==> src/rpd_defs.svh <==
// Constants for the rolling and peak demand block
`ifndef RPD_DEFS_SVH
`define RPD_DEFS_SVH

`define RPD_RMS_W        16
`define RPD_CNT_W        24
`define RPD_NSUB_W       5
`define RPD_MIN_W        6
`define RPD_NSUB_MAX     24
`define RPD_SUBMIN_MAX   60
`define RPD_CLK_HZ       20000000
`define RPD_MINUTE_S     60
`define RPD_MIN_CYC      (`RPD_MINUTE_S * `RPD_CLK_HZ)

`define RPD_OFF_CTRL     8'h00
`define RPD_OFF_CMD      8'h04
`define RPD_OFF_STATUS   8'h08
`define RPD_OFF_ROLL_A   8'h0c
`define RPD_OFF_PEAK_A   8'h18

`define RPD_CTRL_MIN_LSB 0
`define RPD_CTRL_N_LSB   8
`define RPD_CMD_RESET    0
`define RPD_ST_VALID     0
`define RPD_ST_BUSY      1
`define RPD_ST_FILL_LSB  8

`define RPD_RST_SUBMIN   6'h01
`define RPD_RST_NSUB     5'h01

`endif

==> src/rpd_pkg.sv <==
// Types shared by the rolling and peak demand block
`include "rpd_defs.svh"
package rpd_pkg;
  typedef enum logic [1:0] {
    ST_IDLE = 2'b00,
    ST_AVG  = 2'b01,
    ST_UPD  = 2'b10,
    ST_ROLL = 2'b11
  } rpd_state_t;

  typedef struct packed {
    logic                            valid;
    logic [2:0][`RPD_RMS_W-1:0]      phaseCurrent;
  } rpd_rms_t;

  typedef struct packed {
    logic [2:0][`RPD_RMS_W-1:0]      val;
  } rpd_demand_t;
endpackage

==> src/rolling_peak_demand.sv <==
// Rolling and peak demand of three phase currents
//
// Added by the designer: the register offsets and the address-and-strobe port.
`timescale 1ns/1ns
`include "rpd_defs.svh"
module rolling_peak_demand
  import rpd_pkg::*;
#(
  parameter int unsigned MIN_CYC = `RPD_MIN_CYC,
  parameter int          RMS_W   = `RPD_RMS_W,
  parameter int          CNT_W   = `RPD_CNT_W
) (
  input  wire logic        core_clk,
  input  wire logic        arst_n,
  input  wire logic [7:0]  busAddr,
  input  wire logic [31:0] busWdata,
  input  wire logic        busWr,
  input  wire logic        busRd,
  output logic [31:0]      busRdata,
  input  wire rpd_rms_t    rmsIn,
  input  wire logic        keyReset,
  input  wire rpd_demand_t nvPeak,
  output rpd_demand_t      rollOut,
  output rpd_demand_t      peakOut,
  output logic             rollValid
);
  localparam int SUM_W = RMS_W + CNT_W;
  localparam int NW    = `RPD_NSUB_W;
  localparam int MW    = `RPD_MIN_W;
  localparam int NMAX  = `RPD_NSUB_MAX;

  rpd_state_t           state_reg;
  logic [MW-1:0]        subMin_reg;
  logic [NW-1:0]        nSub_reg;
  logic [31:0]          tickCnt_reg;
  logic [MW-1:0]        minCnt_reg;
  logic [NW-1:0]        fill_reg;
  logic [NW-1:0]        ptr_reg;
  logic [CNT_W-1:0]     sampCnt_reg;
  logic                 keySync1_reg;
  logic                 keySync2_reg;
  logic                 keySync3_reg;
  logic                 restored_reg;
  logic                 rollValid_reg;
  logic [31:0]          busRdata_reg;
  rpd_demand_t          rollOut_reg;
  rpd_demand_t          peak_reg;
  logic                 minuteTick;
  logic                 subEnd;
  logic                 keyEdge;
  logic                 remoteReset;
  logic                 ctrlWr;
  logic                 ctrlOk;
  logic [MW-1:0]        newMin;
  logic [NW-1:0]        newN;
  logic                 minChange;
  logic                 restartRoll;
  logic                 clearPeak;
  logic                 divStart;
  logic                 fillsNow;
  logic [2:0]           divDone;
  logic [2:0]           divBusy;
  logic [CNT_W-1:0]     avgDen;

  // Front key pin is asynchronous: two stages, then an edge stage
  always_ff @(posedge core_clk or negedge arst_n) begin
    if (!arst_n) begin
      keySync1_reg <= 1'b0;
      keySync2_reg <= 1'b0;
      keySync3_reg <= 1'b0;
    end else begin
      keySync1_reg <= keyReset;
      keySync2_reg <= keySync1_reg;
      keySync3_reg <= keySync2_reg;
    end
  end

  assign keyEdge     = keySync2_reg & ~keySync3_reg;
  assign remoteReset = busWr && busAddr == `RPD_OFF_CMD && busWdata[`RPD_CMD_RESET];
  assign newMin      = busWdata[`RPD_CTRL_MIN_LSB +: MW];
  assign newN        = busWdata[`RPD_CTRL_N_LSB +: NW];
  assign ctrlWr      = busWr && busAddr == `RPD_OFF_CTRL;
  // Out-of-range settings are refused whole
  assign ctrlOk      = ctrlWr && newMin != '0 && newMin <= MW'(`RPD_SUBMIN_MAX)
                       && newN != '0 && newN <= NW'(NMAX);
  assign minChange   = ctrlOk && newMin != subMin_reg;
  assign restartRoll = keyEdge || remoteReset || minChange || (ctrlOk && newN != nSub_reg);
  assign clearPeak   = keyEdge || remoteReset || minChange;

  always_ff @(posedge core_clk or negedge arst_n) begin
    if (!arst_n) begin
      subMin_reg <= `RPD_RST_SUBMIN;
      nSub_reg   <= `RPD_RST_NSUB;
    end else if (ctrlOk) begin
      subMin_reg <= newMin;
      nSub_reg   <= newN;
    end
  end

  // Minute time base restarts together with the calculation
  assign minuteTick = tickCnt_reg == MIN_CYC - 32'd1;
  assign subEnd     = minuteTick && minCnt_reg == subMin_reg - MW'(1);

  always_ff @(posedge core_clk or negedge arst_n) begin
    if (!arst_n) begin
      tickCnt_reg <= '0;
      minCnt_reg  <= '0;
    end else if (restartRoll) begin
      tickCnt_reg <= '0;
      minCnt_reg  <= '0;
    end else if (minuteTick) begin
      tickCnt_reg <= '0;
      minCnt_reg  <= subEnd ? '0 : minCnt_reg + MW'(1);
    end else begin
      tickCnt_reg <= tickCnt_reg + 32'd1;
    end
  end

  always_ff @(posedge core_clk or negedge arst_n) begin
    if (!arst_n) begin
      sampCnt_reg <= '0;
    end else if (restartRoll || subEnd) begin
      sampCnt_reg <= rmsIn.valid && !restartRoll ? CNT_W'(1) : '0;
    end else if (rmsIn.valid && sampCnt_reg != '1) begin
      sampCnt_reg <= sampCnt_reg + CNT_W'(1);
    end
  end

  assign avgDen   = sampCnt_reg == '0 ? CNT_W'(1) : sampCnt_reg;
  assign fillsNow = fill_reg >= nSub_reg - NW'(1);
  assign divStart = (state_reg == ST_IDLE && subEnd && !restartRoll)
                    || (state_reg == ST_UPD && fillsNow && !restartRoll);

  always_ff @(posedge core_clk or negedge arst_n) begin
    if (!arst_n) begin
      state_reg <= ST_IDLE;
    end else if (restartRoll) begin
      state_reg <= ST_IDLE;
    end else begin
      case (state_reg)
        ST_IDLE: if (subEnd) begin
          state_reg <= ST_AVG;
        end
        ST_AVG: if (divDone[0]) begin
          state_reg <= ST_UPD;
        end
        ST_UPD: state_reg <= fillsNow ? ST_ROLL : ST_IDLE;
        ST_ROLL: if (divDone[0]) begin
          state_reg <= ST_IDLE;
        end
        default: state_reg <= ST_IDLE;
      endcase
    end
  end

  // Window fill and write pointer; lost on reset like all rolling state
  always_ff @(posedge core_clk or negedge arst_n) begin
    if (!arst_n) begin
      fill_reg <= '0;
      ptr_reg  <= '0;
    end else if (restartRoll) begin
      fill_reg <= '0;
      ptr_reg  <= '0;
    end else if (state_reg == ST_UPD) begin
      if (fill_reg != nSub_reg) begin
        fill_reg <= fill_reg + NW'(1);
      end
      ptr_reg <= ptr_reg == nSub_reg - NW'(1) ? '0 : ptr_reg + NW'(1);
    end
  end

  always_ff @(posedge core_clk or negedge arst_n) begin
    if (!arst_n) begin
      rollValid_reg <= 1'b0;
    end else if (restartRoll) begin
      rollValid_reg <= 1'b0;
    end else if (state_reg == ST_ROLL && divDone[0]) begin
      rollValid_reg <= 1'b1;
    end
  end

  always_ff @(posedge core_clk or negedge arst_n) begin
    if (!arst_n) begin
      restored_reg <= 1'b0;
    end else begin
      restored_reg <= 1'b1;
    end
  end

  genvar ph;
  generate
    for (ph = 0; ph < 3; ph++) begin : g_phase
      logic [SUM_W-1:0]      acc_reg;
      logic [RMS_W+NW-1:0]   winSum_reg;
      logic [RMS_W-1:0]      win_reg [NMAX];
      logic [RMS_W+NW-1:0]   winSumNext;
      logic [SUM_W-1:0]      divNum;
      logic [CNT_W-1:0]      divDen;
      logic [SUM_W-1:0]      divQuo;
      logic [RMS_W-1:0]      newAvg;
      logic [RMS_W-1:0]      oldest;

      always_ff @(posedge core_clk or negedge arst_n) begin
        if (!arst_n) begin
          acc_reg <= '0;
        end else if (restartRoll || subEnd) begin
          acc_reg <= rmsIn.valid && !restartRoll ? SUM_W'(rmsIn.phaseCurrent[ph]) : '0;
        end else if (rmsIn.valid) begin
          acc_reg <= acc_reg + SUM_W'(rmsIn.phaseCurrent[ph]);
        end
      end

      assign newAvg     = divQuo[RMS_W-1:0];
      assign oldest     = fill_reg == nSub_reg ? win_reg[ptr_reg] : '0;
      assign winSumNext = winSum_reg + (RMS_W+NW)'(newAvg) - (RMS_W+NW)'(oldest);
      assign divNum     = state_reg == ST_UPD ? SUM_W'(winSumNext) : acc_reg;
      assign divDen     = state_reg == ST_UPD ? CNT_W'(nSub_reg) : avgDen;

      rpd_divider #(
        .NW (SUM_W),
        .DW (CNT_W)
      ) u_div (
        .clk    (core_clk),
        .arst_n (arst_n),
        .start  (divStart),
        .num    (divNum),
        .den    (divDen),
        .busy   (divBusy[ph]),
        .done   (divDone[ph]),
        .quo    (divQuo)
      );

      always_ff @(posedge core_clk or negedge arst_n) begin
        if (!arst_n) begin
          winSum_reg <= '0;
        end else if (restartRoll) begin
          winSum_reg <= '0;
        end else if (state_reg == ST_UPD) begin
          winSum_reg <= winSumNext;
        end
      end

      always_ff @(posedge core_clk) begin
        if (state_reg == ST_UPD && !restartRoll) begin
          win_reg[ptr_reg] <= newAvg;
        end
      end

      always_ff @(posedge core_clk or negedge arst_n) begin
        if (!arst_n) begin
          rollOut_reg.val[ph] <= '0;
        end else if (restartRoll) begin
          rollOut_reg.val[ph] <= '0;
        end else if (state_reg == ST_ROLL && divDone[ph]) begin
          rollOut_reg.val[ph] <= divQuo[RMS_W-1:0];
        end
      end

      // Peak is reloaded from the backing store after reset
      always_ff @(posedge core_clk or negedge arst_n) begin
        if (!arst_n) begin
          peak_reg.val[ph] <= '0;
        end else if (clearPeak) begin
          peak_reg.val[ph] <= '0;
        end else if (!restored_reg) begin
          peak_reg.val[ph] <= nvPeak.val[ph];
        end else if (state_reg == ST_UPD && newAvg > peak_reg.val[ph]) begin
          peak_reg.val[ph] <= newAvg;
        end
      end

      property p_peak_mono;
        @(posedge core_clk) disable iff (!arst_n)
          restored_reg && !clearPeak |=> peak_reg.val[ph] >= $past(peak_reg.val[ph]);
      endproperty
      a_peak_mono: assert property (p_peak_mono) else $error("peak value decreased without a clear");
    end
  endgenerate

  always_ff @(posedge core_clk or negedge arst_n) begin
    if (!arst_n) begin
      busRdata_reg <= '0;
    end else if (busRd) begin
      case (busAddr)
        `RPD_OFF_CTRL:        busRdata_reg <= {19'h0, nSub_reg, 2'h0, subMin_reg};
        `RPD_OFF_STATUS:      busRdata_reg <= {19'h0, fill_reg, 6'h0, (state_reg != ST_IDLE || divBusy != 3'h0),
                                               rollValid_reg};
        `RPD_OFF_ROLL_A:      busRdata_reg <= {16'h0, rollOut_reg.val[0]};
        `RPD_OFF_ROLL_A + 4:  busRdata_reg <= {16'h0, rollOut_reg.val[1]};
        `RPD_OFF_ROLL_A + 8:  busRdata_reg <= {16'h0, rollOut_reg.val[2]};
        `RPD_OFF_PEAK_A:      busRdata_reg <= {16'h0, peak_reg.val[0]};
        `RPD_OFF_PEAK_A + 4:  busRdata_reg <= {16'h0, peak_reg.val[1]};
        `RPD_OFF_PEAK_A + 8:  busRdata_reg <= {16'h0, peak_reg.val[2]};
        default:              busRdata_reg <= '0;
      endcase
    end else begin
      busRdata_reg <= '0;
    end
  end

  assign busRdata  = busRdata_reg;
  assign rollOut   = rollOut_reg;
  assign peakOut   = peak_reg;
  assign rollValid = rollValid_reg;

  property p_sub_len;
    @(posedge core_clk) disable iff (!arst_n) subEnd && !restartRoll |=> minCnt_reg == '0 && tickCnt_reg == '0;
  endproperty
  a_sub_len: assert property (p_sub_len) else $error("sub-period end did not rewind the time base");

  property p_fill_max;
    @(posedge core_clk) disable iff (!arst_n) fill_reg <= nSub_reg && ptr_reg < nSub_reg;
  endproperty
  a_fill_max: assert property (p_fill_max) else $error("window fill or pointer beyond configured count");

  property p_no_early;
    @(posedge core_clk) disable iff (!arst_n)
      !rollValid_reg |-> (rollOut_reg == '0 && state_reg != ST_ROLL) || fillsNow;
  endproperty
  a_no_early: assert property (p_no_early) else $error("rolling result shown before window filled");

  property p_slide;
    @(posedge core_clk) disable iff (!arst_n) state_reg == ST_UPD && fillsNow && !restartRoll
      |=> state_reg == ST_ROLL ##[40:41] rollValid_reg;
  endproperty
  a_slide: assert property (p_slide) else $error("rolling value not recomputed after sub-period");

  property p_restart;
    @(posedge core_clk) disable iff (!arst_n)
      keyEdge || remoteReset |=> fill_reg == '0 && !rollValid_reg && peak_reg == '0;
  endproperty
  a_restart: assert property (p_restart) else $error("reset command did not restart the calculation");

  property p_cfg;
    @(posedge core_clk) disable iff (!arst_n) ctrlOk && (newN != nSub_reg || newMin != subMin_reg)
      |=> fill_reg == '0 && state_reg == ST_IDLE && !rollValid_reg;
  endproperty
  a_cfg: assert property (p_cfg) else $error("setting change did not restart rolling demand");

  property p_peak_clr;
    @(posedge core_clk) disable iff (!arst_n) minChange |=> peak_reg == '0 && subMin_reg == $past(newMin);
  endproperty
  a_peak_clr: assert property (p_peak_clr) else $error("sub-period change did not clear peak");

  property p_peak_nv;
    @(posedge core_clk) disable iff (!arst_n) !restored_reg && !clearPeak |=> peak_reg == $past(nvPeak);
  endproperty
  a_peak_nv: assert property (p_peak_nv) else $error("peak not restored from backing store");

  property p_tick;
    @(posedge core_clk) disable iff (!arst_n) restartRoll |=> tickCnt_reg == '0 && minCnt_reg == '0;
  endproperty
  a_tick: assert property (p_tick) else $error("time base not restarted with calculation");
endmodule

==> src/rpd_divider.sv <==
// Serial restoring unsigned divider, one quotient bit per cycle
`timescale 1ns/1ns
module rpd_divider #(
  parameter int NW = 40,
  parameter int DW = 24
) (
  input  wire logic          clk,
  input  wire logic          arst_n,
  input  wire logic          start,
  input  wire logic [NW-1:0] num,
  input  wire logic [DW-1:0] den,
  output logic               busy,
  output logic               done,
  output logic [NW-1:0]      quo
);
  localparam int CW = $clog2(NW + 1);

  logic [DW:0]   rem_reg;
  logic [DW-1:0] den_reg;
  logic [NW-1:0] quo_reg;
  logic [CW-1:0] cnt_reg;
  logic          busy_reg;
  logic          done_reg;
  logic [DW:0]   remSh;
  logic          fits;

  assign remSh = {rem_reg[DW-1:0], quo_reg[NW-1]};
  assign fits  = remSh >= {1'b0, den_reg};

  always_ff @(posedge clk or negedge arst_n) begin
    if (!arst_n) begin
      rem_reg  <= '0;
      den_reg  <= '0;
      quo_reg  <= '0;
      cnt_reg  <= '0;
      busy_reg <= 1'b0;
      done_reg <= 1'b0;
    end else begin
      done_reg <= 1'b0;
      if (start) begin
        rem_reg  <= '0;
        den_reg  <= den;
        quo_reg  <= num;
        cnt_reg  <= CW'(NW);
        busy_reg <= 1'b1;
      end else if (busy_reg) begin
        rem_reg  <= fits ? remSh - {1'b0, den_reg} : remSh;
        quo_reg  <= {quo_reg[NW-2:0], fits};
        cnt_reg  <= cnt_reg - CW'(1);
        if (cnt_reg == CW'(1)) begin
          busy_reg <= 1'b0;
          done_reg <= 1'b1;
        end
      end
    end
  end

  assign busy = busy_reg;
  assign done = done_reg;
  assign quo  = quo_reg;
endmodule

==> config.mk <==
export PLATFORM = sky130hd
export DESIGN_NAME = rolling_peak_demand
export DESIGN_NICKNAME = d
export VERILOG_FILES = /design/src/rpd_pkg.sv /design/src/rolling_peak_demand.sv /design/src/rpd_divider.sv
export VERILOG_INCLUDE_DIRS = /design/src
export SDC_FILE = /design/constraint.sdc
export NUM_CORES = 2
export LEC_CHECK = 0
export BUFFER_PORTS_ARGS = -buffer_cell sky130_fd_sc_hd__buf_2
export CAP_MARGIN = 10
export CORE_UTILIZATION = 35
export DETAILED_ROUTE_END_ITERATION = 10
export PLACE_DENSITY = 0.6
export SYNTH_ARGS = -nofsm -noshare
export SYNTH_HDL_FRONTEND = slang
export SYNTH_HIERARCHICAL = 1
export SYNTH_SLANG_ARGS = --single-unit
==> constraint.sdc <==
create_clock -name core_clk -period 6.6 [get_ports core_clk]
set_input_delay 1.32 -clock core_clk [delete_from_list [all_inputs] [get_ports core_clk]]
set_output_delay 1.32 -clock core_clk [all_outputs]
set_load 0.01 [all_outputs]
# --- Word level (Yosys, flattened, before mapping) ---
# Memory sizes are Yosys's and may differ from the RTL's.
# Index checks and enable logic that the tools add are counted.
totals:
  regBits: 641
  mem_bits_rw: 1152
  output_inout_bits: 129
  mem_count: 3
op_classes:
  add_sub_neg: 22
  n_lt_le_gt_ge: 9
  eq_ne: 28
  n_mux: 103
  bitwise_logic: 2
  n_reduce_logical: 50
mem_list:
  columns: ["name", "words", "word_bits", "rd", "rd_clocked_by_memory_dff", "write_ports", "line", "source"]
  rows:
  - ["g_phase[0].win_reg", 24, 16, 1, 0, 1, "rolling_peak_demand.sv:195", "logic [RMS_W-1:0] win_reg [NMAX];"]
  - ["g_phase[1].win_reg", 24, 16, 1, 0, 1, "rolling_peak_demand.sv:195", null]
  - ["g_phase[2].win_reg", 24, 16, 1, 0, 1, "rolling_peak_demand.sv:195", null]
op_table:
  columns: ["operator", "n"]
  rows:
  - ["two-way mux 40 bit", 15]
  - ["two-way mux 16 bit", 21]
  - ["two-way mux 24 bit", 13]
  - ["one-hot mux 16 bit (8 select lines)", 1]
  - ["two-way mux 21 bit", 6]
  - ["adder 40 x 16 -> 40 bit", 3]
  - ["two-way mux 32 bit", 3]
  - ["greater-or-equal comparator 25 x 24 -> 1 bit", 3]
  - ["subtractor 24 bit", 3]
  - ["adder 21 x 16 -> 21 bit", 3]
  - ["subtractor 21 x 16 -> 21 bit", 3]
  - ["two-way mux 6 bit", 9]
  - ["greater-than comparator 16 bit", 3]
  - ["adder 32 x 1 -> 32 bit, second input constant", 1]
  - ["equality test 32 x 31 -> 1 bit, second input constant", 1]
  - ["equality test 8 x 5 -> 1 bit, second input constant", 4]
  - ["two-way mux 5 bit", 6]
  - ["adder 24 x 1 -> 24 bit, second input constant", 1]
  - ["zero test 24 bit", 1]
  - ["!= test 24 bit, second input constant", 1]
  - ["nonzero test 2 bit", 12]
  - ["subtractor 6 x 1 -> 6 bit, second input constant", 4]
  - ["logical AND 1 bit", 23]
  - ["two-way mux 1 bit", 23]
  - ["other kinds (32)", 51]

# --- Logic depth before layout (Yosys ltp) ---
depth:
  depth_word: 13
  depth_mapped: 22

# --- By module ---
# Netlist, hierarchy kept.
by_module_without_submodules:
  columns: ["mod", "instances", "cells_per_inst", "area_each_um2"]
  rows:
  - ["rolling_peak_demand", 1, 5335, 72069.1]
  - ["rpd_divider", 3, 643, 5879.4]

# --- Worst setup path before layout ---
# No wires, ideal clock.
synth_timing:
  path_type: "reg-to-reg"
  start: "register ptr_reg[0]"
  end: "register g_phase[2].u_div.quo_reg[19]"
  setup_ns: 0.141
  t_arrival_ns: 5.331
  setup_slack_ns: 1.127
  stages_incl_launch_ff: 21
  synth_period_minus_slack_ns: 5.473
  cell_sequence: "dfrtp_1 -> clkbuf_1 -> clkbuf_1 -> clkbuf_1 -> buf_1 -> mux4_2 -> a22oi_1 -> a31oi_1 -> fa_1 -> inv_1 -> ha_1 -> a211oi_1 -> o21ai_0 -> a31oi_1 -> o2111ai_1 -> and3_1 -> a221oi_1 -> mux2i_1 -> nand2_1 -> nand2_1 -> o21ai_0"
synth_via:
  elab_chain_cells: 5
synth_rtl:
  columns: ["item", "line", "source"]
  rows:
  - ["from (decl)", "rolling_peak_demand.sv:38", "logic [NW-1:0] ptr_reg;"]
  - ["from (signal assigned)", "rolling_peak_demand.sv:168", "ptr_reg <= ptr_reg == nSub_reg - NW'(1) ? '0 : ptr_reg + NW'(1);"]
  - ["memory read (24 x 16 bit)", null, null]
  - ["two-way mux 16 bit", "rolling_peak_demand.sv:214", "assign oldest = fill_reg == nSub_reg ? win_reg[ptr_reg] : '0;"]
  - ["subtractor 21 x 16 -> 21 bit", "rolling_peak_demand.sv:215", "assign winSumNext = winSum_reg + (RMS_W+NW)'(newAvg) - (RMS_W+NW)'(oldest);"]
  - ["two-way mux 40 bit", "rolling_peak_demand.sv:216", "assign divNum = state_reg == ST_UPD ? SUM_W'(winSumNext) : acc_reg;"]
  - ["named net g_phase[2].divNum[19]", "rolling_peak_demand.sv:197", "logic [SUM_W-1:0] divNum;"]
  - ["two-way mux 40 bit", "rpd_divider.sv:40", "if (start) begin"]
  - ["to (signal assigned)", "rpd_divider.sv:43", "quo_reg <= num;"]
  - ["to (signal assigned)", "rpd_divider.sv:48", "quo_reg <= {quo_reg[NW-2:0], fits};"]
  - ["to (decl)", "rpd_divider.sv:20", "logic [NW-1:0] quo_reg;"]
# The timed path passes the listed nets, and every way through them passes these cells.
# A chain may end at the register's enable or synchronous reset.

# --- Final worst setup path ---
layout_timing:
  start: "register ptr_reg[0]"
  end: "register g_phase[2].u_div.quo_reg[20]"
# Same word-level chain as after synthesis.

==> metrics.cfg <==
[cts]
clkSlewWorstSetupHoldPaths_ps = 60
cts_resized = 0
clk_latency_ps = 860
cts_tree = yes
clock_path_buffers = 3
htreeDepth = 4
numClockSinks = 1825
cts_root_buffer = clkbuf_16
cts_buffers = 186
post-cts-setup-buffer-count = 0
holdBufCountCts = 0

[global_routing]
antenna_found_initial = 15
grt_overflow_total = 0
grt_start_max_net_pins = 162
first_global_vias = 61250
grt_pass1_wl_um = 400400
grtUsageTotal_pct = 20.61

[final_layout]
fin_util_pct = 40.03
final_common_cell = edfxtp_1
final_cell_mix = edfxtp_1 (1152), nand2_1 (774), dfrtp_1 (663), inv_1 (420), nor2_1 (409)
area_growth_pct = 13.51
largest_reg_flops = 1152
nets = 7927
drive_gt1_share_pct = 15.80

[placement]
place.gp.congestion = 0.9052
io_buffers = 233
dp_slack_ps = 705.6
hpwl_um = 179900

[setup_path]
r2r_cells = 18
slowest_stage = dfrtp_4
path_max_fanout = 53
cp_cell_sequence = buf_12 -> buf_4 -> mux4_2 -> a22oi_1 -> a31oi_1 -> fa_1 -> inv_1 -> ha_1 -> nor4_1 -> o21ai_0 -> o2111ai_1 -> nand3_1 -> nand3_1 -> or3b_2 -> xnor3_1 -> o21ai_0 -> nand2_1 -> o21ai_0
crit_type = reg2reg
critPathMaxStageDelay_ps = 830
cpMostUsedCell = o21ai_0
r2r-end = g_phase[2].u_div/quo[20]$_DFFE_PN0P_
critPathLaunchType = register
cp.arrival_ps = 6570
startpoint = ptr_reg[0]$_DFFE_PN0P_
r2r_start = ptr_reg[0]$_DFFE_PN0P_
reg2reg_slack_ps = 710
cp_data_required_time_ps = 7280
worst_setup_path_end_kind = register

[timing]
finalMaxSlewViolations = 0
hold_slack_ps = 357.6
final_hold_viol_count = 0
slew_headroom_pct = 21.26
setup_tns_ps = 0
postLayoutSetupSlackWorst_ps = 710.8
layout_min_cycle_time_ps = 5889
finalSetupViolCount = 0
clock.fmax_mhz = 169.8
skew_ps = 61.93
timing.final.crit_share_pct = 89.23
rsz0062_at_grt = no
worst_slew_pin_slew_ps = 1172

[die]
row_count = 185
fp.dieArea_um2 = 258300
core_area_um2 = 254400
die_y_um = 508.3
die_w_um = 508.3
pin_count = 271
initial_core_util_pct = 35.26

[synthesis]
yosysUniqueCellTypes = 101
ys_seq_area_share_pct = 57.34
syn_inst = 7264
yosys_warnings = 6
synth_top_flop_cell = edfxtp_1
synth_edf_count = 1152
avgSynthCellArea_um2 = 12.35
netlist_area_um2 = 89710
synth_top_area_cell = edfxtp_1
synth_area_leaders = edfxtp_1 (39%), dfrtp_1 (19%), mux4_2 (7.2%)
ys_ff_latch = 1825
async_flop_share_pct = 36.88
yosysTopAreaCellShare_pct = 38.56

[route]
drt-initial-drc-count = 5945
ant_nets = 0
routed_wl_um = 269300
remaining_drc_errors = 0
vias = 61440
routedWlPerCell_um = 24.45
vias_per_cell = 5.579
drt_pass1_iterations = 8

[hold_path]
holdPathEnd = keySync2_reg$_DFF_PN0_
holdCritPathClass = reg2reg
hold_depth = 0
worstHoldStart = keySync1_reg$_DFF_PN0_

[power]
total_power_uw = 25600
ir_drop_mv = 0.2385
power-per-cell-area_nw_per_um2 = 251.4
power.leakage_uw = 0.03284

[run]
drv_cap = 0

[status]
status = finished clean

## report_power, final
part	switching [uW]	internal (uW)	leakage, uW
sequential	272	12200	0.0142
combinational	1400	816	0.0156
clock	4750	6150	0.00304
total	6420	19200	0.0328
## final cells by class
cell class | instances | area [um2]
Clock inverter | 96 | 1186
Inverter | 424 | 1592
Multi-Input combinational cell | 4625 | 35410
Timing Repair Buffer | 416 | 2813
Tap cell | 3366 | 4212
Clock buffer | 251 | 5130
Fill cell | 23620 | 152600
Antenna cell | 11 | 27.53
Sequential cell | 1825 | 51460
## synthesized netlist by cell type (56+ instances only)
cell type,instances
a211oi_1,86
a21o_1,103
a21oi_1,331
a22oi_1,108
a311oi_1,58
a31oi_1,97
and2_1,91
and3_1,56
buf_1,59
clkbuf_1,310
dfrtp_1,671
edfxtp_1,1152
ha_1,253
inv_1,420
mux2i_1,200
mux4_2,288
nand2_1,775
nand3_1,184
nor2_1,434
nor3_1,106
o21ai_0,372
or3_1,64
xnor2_1,132
xor2_1,74
## through the flow
stage	std cells	area [um2]
2_1_floorplan	7279	89760
3_3_place_gp	10660	95480
3_5_place_dp	10660	95480
4_1_cts	11000	101800
5_1_grt	11010	101800
6_report	11010	101800
## critical path: cells and delay by family (launching register included)
family | cells | cell delay, ps
xor+xnor | 1 | 230
flops | 1 | 830
simple gates | 5 | 1150
buf+inv | 3 | 950
fa+ha+maj | 2 | 760
compound gates | 6 | 1140
mux | 1 | 560
## per-layer routing
layer  track usage (%)  up-vias  wire length (um)
met3             2.850      414             16210
met2             34.71     2077            131600
met1             26.87    31490            110800
li1                  -    27460                 -
met5                 0        -                13
met4             7.897        2             10690
## worst max-delay path by stage
stage                                                       to  slack [ps]  cells past startpoint
after floorplan           g_phase[2].u_div/quo[19]$_DFFE_PN0P_        1130                     20
after global placement    g_phase[2].u_div/quo[19]$_DFFE_PN0P_         670                     18
after detailed placement  g_phase[2].u_div/quo[19]$_DFFE_PN0P_         710                     18
after CTS                 g_phase[2].u_div/quo[19]$_DFFE_PN0P_         640                     18
after global routing      g_phase[2].u_div/quo[20]$_DFFE_PN0P_         330                     18
final                     g_phase[2].u_div/quo[20]$_DFFE_PN0P_         710                     18
## cell families (layout without fill, tap and decap cells)
| family | Yosys count | after routing | synth area share [%] |
|---|---|---|---|
| compound gates | 1534 | 1534 | 11.49 |
| fa+ha+maj | 307 | 307 | 4.734 |
| other cells | 2 | 28 | 0.008372 |
| flops | 1825 | 1825 | 57.34 |
| buf+inv | 829 | 1187 | 3.612 |
| simple gates | 2019 | 2019 | 10.63 |
| mux | 539 | 539 | 10.10 |
| xor+xnor | 209 | 209 | 2.087 |
Power figures use the tool's default switching activity.
